**src/common/adcm_params.svh**
```systemverilog
// Constants for the converter control block: offsets, fields, resets and timing
`ifndef ADCM_PARAMS_SVH
`define ADCM_PARAMS_SVH

// ==========================================================================
// Register offsets
`define ADCM_CTRL_OFS   8'h00
`define ADCM_START_OFS  8'h04
`define ADCM_RESULT_OFS 8'h08
`define ADCM_LOTH_OFS   8'h0c
`define ADCM_HITH_OFS   8'h10
`define ADCM_STAT_OFS   8'h14
`define ADCM_MASK_OFS   8'h18
`define ADCM_INFO_OFS   8'h1c

// ==========================================================================
// Control fields
`define ADCM_CTRL_INSEL_LSB 0
`define ADCM_CTRL_REFP_LSB  3
`define ADCM_CTRL_REFN_BIT  5
`define ADCM_CTRL_RES_BIT   6
`define ADCM_CTRL_CONT_BIT  7
`define ADCM_CTRL_EN_BIT    8
`define ADCM_CTRL_RST       32'h0000_0000
`define ADCM_TH_LO_RST      12'h000
`define ADCM_TH_HI_RST      12'hfff

// Status bits
`define ADCM_ST_DONE 0
`define ADCM_ST_LOW  1
`define ADCM_ST_HIGH 2

// Interrupt identity
`define ADCM_IRQ_VECTOR   4'h8
`define ADCM_IRQ_PRIORITY 4'h9

// ==========================================================================
// Timing
`define ADCM_CLK_HZ      250000000
`define ADCM_RATE8_HZ    20000
`define ADCM_RATE12_HZ   10000
`define ADCM_PERIOD8_CYC  (`ADCM_CLK_HZ / `ADCM_RATE8_HZ)
`define ADCM_PERIOD12_CYC (`ADCM_CLK_HZ / `ADCM_RATE12_HZ)

`endif

```
**src/common/adcm_pkg.sv**
```systemverilog
// Types shared by the converter control block
package adcm_pkg;
	typedef enum logic [2:0] {
		ADCM_IN_P37, ADCM_IN_P36, ADCM_IN_P35, ADCM_IN_P34, ADCM_IN_BG
	} adcm_insel_e;
	typedef enum logic [1:0] {ADCM_RP_P37, ADCM_RP_BG, ADCM_RP_VDD} adcm_refp_e;
	typedef enum {ADCM_IDLE, ADCM_CONV, ADCM_WAIT} adcm_state_e;
endpackage

```
**src/verilog/adcm_top.sv**
```systemverilog
// Converter control: input and reference selection, timing, threshold monitor
`timescale 1ns/1ps
`include "adcm_params.svh"

module adcm_top
	import adcm_pkg::*;
(
	input  wire logic        sys_clk,      // System clock, 250 MHz
	input  wire logic        rst,          // Synchronous reset, active high
	input  wire logic [7:0]  reg_addr,     // Register byte address
	input  wire logic [31:0] reg_wdata,    // Write data
	input  wire logic        reg_wr,       // Write strobe
	input  wire logic        reg_rd,       // Read strobe
	output logic      [31:0] reg_rdata,    // Read data, cycle after strobe
	output logic      [2:0]  ain_sel,      // Analogue input mux select
	output logic      [1:0]  refp_sel,     // Upper reference select
	output logic             refn_sel,     // Lower reference select, 1 = pin
	output logic             sample_req,   // Pulse: sample and convert now
	input  wire logic        conv_ready,   // Core result valid (async)
	input  wire logic [11:0] conv_code,    // Core result code, MSB aligned
	output logic             irq,          // Level interrupt
	output logic             done_pulse    // Pulse per completed result
);
	// ======================================================================
	// Registers
	logic [8:0]  ctrl_reg;
	logic [11:0] lo_th_reg;
	logic [11:0] hi_th_reg;
	logic [11:0] result_reg;
	logic [2:0]  stat_reg;
	logic [2:0]  mask_reg;
	logic [2:0]  stat_next;
	logic [31:0] rdata_next;
	logic [21:0] tmr_reg;
	logic        rdy_s1_reg;
	logic        rdy_s2_reg;
	logic        rdy_s3_reg;
	logic        one_shot_reg;
	logic        start_pend_reg;
	adcm_state_e state_reg;

	// Address decode
	wire wr_ctrl  = reg_wr && reg_addr == `ADCM_CTRL_OFS;
	wire wr_start = reg_wr && reg_addr == `ADCM_START_OFS;
	wire wr_lo    = reg_wr && reg_addr == `ADCM_LOTH_OFS;
	wire wr_hi    = reg_wr && reg_addr == `ADCM_HITH_OFS;
	wire wr_stat  = reg_wr && reg_addr == `ADCM_STAT_OFS;
	wire wr_mask  = reg_wr && reg_addr == `ADCM_MASK_OFS;

	// Field views
	wire [2:0] insel_f = ctrl_reg[`ADCM_CTRL_INSEL_LSB +: 3];
	wire [1:0] refp_f  = ctrl_reg[`ADCM_CTRL_REFP_LSB +: 2];
	wire       res12   = ctrl_reg[`ADCM_CTRL_RES_BIT];
	wire       cont    = ctrl_reg[`ADCM_CTRL_CONT_BIT];
	wire       enable  = ctrl_reg[`ADCM_CTRL_EN_BIT];

	// five inputs: out-of-range codes fall back to the first pin
	wire [2:0] insel_ok = (insel_f > 3'(ADCM_IN_BG)) ? 3'(ADCM_IN_P37) : insel_f;
	// three sources: spare code maps to supply
	wire [1:0] refp_ok  = (refp_f > 2'(ADCM_RP_VDD)) ? 2'(ADCM_RP_VDD) : refp_f;

	// result width: 8-bit mode truncates the MSB aligned code
	wire [11:0] code_w = res12 ? conv_code : {conv_code[11:4], 4'h0};
	wire        rdy_rise = rdy_s2_reg && !rdy_s3_reg;
	// code is already ratio to span; store it unscaled
	wire [11:0] new_res = code_w;
	// threshold compares on each fresh result
	wire        below = new_res < lo_th_reg;
	wire        above = new_res > hi_th_reg;

	// period per resolution, rounded down to whole cycles
	wire [21:0] period = res12 ? 22'(`ADCM_PERIOD12_CYC) : 22'(`ADCM_PERIOD8_CYC);

	// sticky flags: set wins over write-one clear
	always_comb begin
		stat_next = stat_reg & ~(wr_stat ? reg_wdata[2:0] : 3'h0);
		if (rdy_rise && state_reg == ADCM_CONV) begin
			stat_next[`ADCM_ST_DONE] = 1'b1;
			stat_next[`ADCM_ST_LOW]  = stat_next[`ADCM_ST_LOW] | below;
			stat_next[`ADCM_ST_HIGH] = stat_next[`ADCM_ST_HIGH] | above;
		end
	end

	// Read mux
	always_comb begin
		case (reg_addr)
			`ADCM_CTRL_OFS:   rdata_next = {23'h0, ctrl_reg};
			`ADCM_START_OFS:  rdata_next = {31'h0, state_reg != ADCM_IDLE};
			`ADCM_RESULT_OFS: rdata_next = {20'h0, result_reg};
			`ADCM_LOTH_OFS:   rdata_next = {20'h0, lo_th_reg};
			`ADCM_HITH_OFS:   rdata_next = {20'h0, hi_th_reg};
			`ADCM_STAT_OFS:   rdata_next = {29'h0, stat_reg};
			`ADCM_MASK_OFS:   rdata_next = {29'h0, mask_reg};
			// vector and priority readable for the interrupt router
			`ADCM_INFO_OFS:   rdata_next = {24'h0, `ADCM_IRQ_PRIORITY, `ADCM_IRQ_VECTOR};
			default:          rdata_next = 32'h0;
		endcase
	end

	// Register writes and read data
	always_ff @(posedge sys_clk) begin
		if (rst) begin
			ctrl_reg  <= 9'h0;
			lo_th_reg <= `ADCM_TH_LO_RST;
			hi_th_reg <= `ADCM_TH_HI_RST;
			mask_reg  <= 3'h0;
			stat_reg  <= 3'h0;
			reg_rdata <= 32'h0;
		end else begin
			if (wr_ctrl)
				ctrl_reg <= reg_wdata[8:0];
			if (wr_lo)
				lo_th_reg <= reg_wdata[11:0];
			if (wr_hi)
				hi_th_reg <= reg_wdata[11:0];
			if (wr_mask)
				mask_reg <= reg_wdata[2:0];
			stat_reg  <= stat_next;
			reg_rdata <= reg_rd ? rdata_next : 32'h0;
		end
	end

	// Ready synchroniser; stages two and three feed the edge detector
	always_ff @(posedge sys_clk) begin
		if (rst) begin
			rdy_s1_reg <= 1'b0;
			rdy_s2_reg <= 1'b0;
			rdy_s3_reg <= 1'b0;
		end else begin
			rdy_s1_reg <= conv_ready;
			rdy_s2_reg <= rdy_s1_reg;
			rdy_s3_reg <= rdy_s2_reg;
		end
	end

	// Conversion sequencer; mux settings frozen while a sample runs
	always_ff @(posedge sys_clk) begin
		if (rst) begin
			state_reg      <= ADCM_IDLE;
			tmr_reg        <= 22'h0;
			sample_req     <= 1'b0;
			done_pulse     <= 1'b0;
			result_reg     <= 12'h0;
			ain_sel        <= 3'h0;
			refp_sel       <= 2'h0;
			refn_sel       <= 1'b0;
			start_pend_reg <= 1'b0;
			one_shot_reg   <= 1'b0;
		end else begin
			sample_req <= 1'b0;
			done_pulse <= 1'b0;
			if (wr_start)
				start_pend_reg <= 1'b1;
			if (state_reg != ADCM_IDLE)
				tmr_reg <= tmr_reg + 22'h1;
			case (state_reg)
				ADCM_IDLE: begin
					if (enable && (cont || start_pend_reg || wr_start)) begin
						ain_sel        <= insel_ok;
						// reference pair; battery monitor needs no extra path
						refp_sel       <= refp_ok;
						refn_sel       <= ctrl_reg[`ADCM_CTRL_REFN_BIT];
						sample_req     <= 1'b1;
						tmr_reg        <= 22'h0;
						one_shot_reg   <= !cont;
						start_pend_reg <= 1'b0;
						state_reg      <= ADCM_CONV;
					end
				end
				ADCM_CONV: begin
					if (rdy_rise) begin
						result_reg <= new_res;
						done_pulse <= 1'b1;
						state_reg  <= ADCM_WAIT;
					end
				end
				ADCM_WAIT: begin
					// continuous pacing; single shot returns at once
					// Leave one cycle early: the idle pass costs a cycle before the next pulse
					if (one_shot_reg || !enable || !cont || tmr_reg >= period - 22'h2)
						state_reg <= ADCM_IDLE;
				end
				default: state_reg <= ADCM_IDLE;
			endcase
		end
	end

	// Interrupt level, registered
	always_ff @(posedge sys_clk) begin
		if (rst)
			irq <= 1'b0;
		else
			irq <= |(stat_next & mask_reg);
	end
endmodule

```
**config.mk**
```make
export PLATFORM = sky130hd
export DESIGN_NAME = adcm_top
export DESIGN_NICKNAME = d
export VERILOG_FILES = /design/src/common/adcm_pkg.sv /design/src/verilog/adcm_top.sv
export VERILOG_INCLUDE_DIRS = /design/src /design/src/common
export SDC_FILE = /design/constraint.sdc
export NUM_CORES = 1
export LEC_CHECK = 0
export ABC_CLOCK_PERIOD_IN_PS = 3000
export BUFFER_PORTS_ARGS = -buffer_cell sky130_fd_sc_hd__buf_2
export CORE_MARGIN = 2
export CORE_UTILIZATION = 55
export DETAILED_ROUTE_END_ITERATION = 8
export PLACE_DENSITY = 0.8
export SETUP_SLACK_MARGIN = 0.15
export SYNTH_ARGS = -nofsm -noshare
export SYNTH_HDL_FRONTEND = slang
export SYNTH_SLANG_ARGS = --single-unit
```
**constraint.sdc**
```tcl
create_clock -name sys_clk -period 3 [get_ports sys_clk]
set_clock_uncertainty 0.15 [all_clocks]
set_input_delay 0.15 -clock sys_clk [delete_from_list [all_inputs] [get_ports sys_clk]]
set_output_delay 0.15 -clock sys_clk [all_outputs]
set_load 0.005 [all_outputs]
```
==> impl_metrics.json <==
{
  "status": "completed",
  "rsz0062_at_grt": "false",
  "syn_area_um2": 4931,
  "layout.cells.non_filler": 777,
  "nFillCells": 719,
  "first_pass_iters": 5,
  "async_flop_share_pct": 0,
  "synth_top_area_share_pct": 41.00,
  "place.gp.congestion": 0.9223,
  "core_um2": 8721,
  "synthAdderAreaFrac_pct": 7.866,
  "fin_setup_tns_ns": 0,
  "max_freq_mhz": 419.8,
  "rr_endpoint": "irq$_SDFF_PP0_",
  "synthMuxAreaShare_pct": 0,
  "rr_worst_depth": 7,
  "arrival_ns": 2.50,
  "drc": 0,
  "leakagePower_nw": 2.239,
  "final_util_pct": 64.45,
  "rows": 34,
  "holdWs_ns": 0.03996,
  "synth-xor-area-share_pct": 3.730,
  "r2r_start": "ctrl_reg[6]$_SDFFE_PP0P_",
  "wl_um": 12930,
  "vdd_drop_max_uv": 242.0,
  "dp_hpwl_um": 9523,
  "cts_buffers": 9,
  "ys_top_cells_by_count": "nand2_1 (107), dfxtp_1 (101), a21oi_1 (63), nor2_1 (50), ha_1 (31)",
  "synth_compound_area_share_pct": 16.85,
  "h-tree-depth": 3,
  "clk_transition_reported_paths_ns": 0.09,
  "n_antenna_cell": 0,
  "layout_setup_ws_ns": 0.6179,
  "die_w_um": 98.69,
  "gr-usage-all-layers_pct": 26.55,
  "clkSinkCount": 101,
  "ys_seq_area_share_pct": 41.00,
  "synth_edf_count": 0,
  "dpl.cell_count": 741,
  "synth-warning-count": 0,
  "r2r_slack_ns": 0.62,
  "port_buffers": 57,
  "crit_type": "flip-flop to flip-flop",
  "yosys-top-cells-area": "dfxtp_1 (41%), nand2_1 (8.1%), ha_1 (7.9%)",
  "worst_slew_pin_slew_ns": 0.7269,
  "power_density_nw_per_um2": 399.4,
  "yosysMostFrequentCell": "nand2_1",
  "finalSetupViolations": 0,
  "synth_flop_cell": "dfxtp_1",
  "hold_path_class": "input port to flip-flop",
  "area_growth_pct": 13.98,
  "clock_latency_ns": 0.36,
  "grt_pass1_vias": 4318,
  "start_kind": "flip-flop",
  "syn_inst": 589,
  "drv_slew": 0,
  "cts_tree": "yes",
  "place_ws_ns": 0.6441,
  "initial_utilization_pct": 56.54,
  "synthSimpleGateAreaFrac_pct": 22.94,
  "antenna_found_initial": 0,
  "maxCapViolCount": 0,
  "synth.largest_area_cell": "dfxtp_1",
  "end_kind": "flip-flop",
  "final_hold_viol_count": 0,
  "num_vias": 4545,
  "finalCriticalPeriod_ns": 2.382,
  "cts-resized-gates": 0,
  "worstHoldPathCells": 2,
  "io_pins": 98,
  "cts.path.max_buffers": 2,
  "grt_start_max_net_pins": 23,
  "dieArea_um2": 9739,
  "ys_types": 59,
  "final_nets": 753,
  "grt_first_pass_wirelength_um": 20700,
  "wl_per_cell_um": 16.64,
  "drt.antenna.violating_nets": 0,
  "timing.final.crit_share_pct": 79.40,
  "whs_endpoint": "result_reg[0]$_SDFFE_PP0P_",
  "synth_top_family_by_area": "simple AND/OR/NAND/NOR gates",
  "viasPerCell": 5.849,
  "slew_headroom_pct": 51.40,
  "min_from": "rst",
  "die_h_um": 98.69,
  "largest_reg_flops": 22,
  "drive_gt1_share_pct": 14.20,
  "ys_ff_latch": 101,
  "drt-initial-drc-count": 424,
  "synth_area_per_cell_um2": 8.372,
  "critPathRequiredTime_ns": 3.12,
  "cts-root-buf": "clkbuf_8",
  "overflow": 0,
  "crit_fanout": 7
}
-- critical path, stage by stage, from the launching register on --
cell     delay [ns]
dfxtp_1        0.44
buf_4          0.21
nand2_1        0.11
ha_1           0.28
nand3_1        0.06
or4_1          0.50
a31o_1         0.25
a221o_1        0.29
-- how the worst max path moves through the flow --
stage                                  start        endpoint  cells past startpoint
finish              ctrl_reg[6]$_SDFFE_PP0P_  irq$_SDFF_PP0_                      7
global route        ctrl_reg[6]$_SDFFE_PP0P_  irq$_SDFF_PP0_                      7
CTS                 ctrl_reg[6]$_SDFFE_PP0P_  irq$_SDFF_PP0_                      7
detailed placement  ctrl_reg[6]$_SDFFE_PP0P_  irq$_SDFF_PP0_                      7
global placement    ctrl_reg[6]$_SDFFE_PP0P_  irq$_SDFF_PP0_                      7
floorplan           ctrl_reg[6]$_SDFFE_PP0P_  irq$_SDFF_PP0_                      6
-- metrics by stage --
step	cell area, µm²	total power (W)
floorplan	5002	0.001450
global placement	5250	0.001488
detailed placement	5250	0.001492
CTS	5620	0.002252
global route	5620	0.002319
finish	5620	0.002245
-- repair_timing --
action | in CTS | in global routing
endpoints found under the hold margin | 46 | 0
hold buffers | 21 | 0
setup buffers | 0 | 0
-- cell type report --
cell class                 count  area, µm²  area share (%)
multi-input combinational    434       2609           46.42
sequential                   101       2022           35.98
timing repair buffer          90      585.6           10.42
clock buffer                  14      152.6           2.716
tap                          108      135.1           2.404
inverter                      29      108.9           1.937
clock inverter                 1      7.507          0.1336
-- layer usage --
metal  share of wire [%]  wire [µm]  global-route usage, %  vias up
met2                  49       6365                  46.62      198
li1                    -          -                      -     2151
met1                  41       5252                  33.05     2163
met5                   0          0                      0        -
met3                 7.6        986                  4.043       33
met4                 2.5        323                  9.694        0
-- logic make-up (layout without fill, tap and decap cells) --
kind of cell | Yosys count | count (layout)
XOR/XNOR | 21 | 21
AND/OR/NAND/NOR | 232 | 232
other | 1 | 20
flip-flops | 101 | 101
buffers and inverters | 73 | 134
AO/OA/AOI/OAI | 130 | 130
adder cells (fa/ha/maj) | 31 | 31
-- power breakdown --
part | switching, W | total (W) | internal (W)
logic | 0.0000833 | 0.000141 | 0.0000582
registers | 0.00000146 | 0.00134 | 0.00134
clock network | 0.000438 | 0.000760 | 0.000322
-- cell usage in the layout, fill, tap and decap left out, drive strengths merged, types with 2 or more instances in the layout --
cell type / n
nand2: 107
dfxtp: 101
buf: 69
a21oi: 63
nor2: 50
ha: 31
inv: 28
nand3: 25
dlygate4sd3: 21
conb: 20
clkbuf: 14
xor2: 13
o21ai: 13
o211ai: 12
a22oi: 10
nand4: 9
xnor2: 8
nor3: 7
nor4: 7
and2: 6
a22o: 5
and3: 4
a221oi: 4
a31oi: 3
a32o: 3
o21a: 3
and4: 3
nor2b: 3
a222oi: 3
or3: 2
or2: 2
a211oi: 2
or4: 2
nor3b: 2
Power figures use the tool's default switching activity.
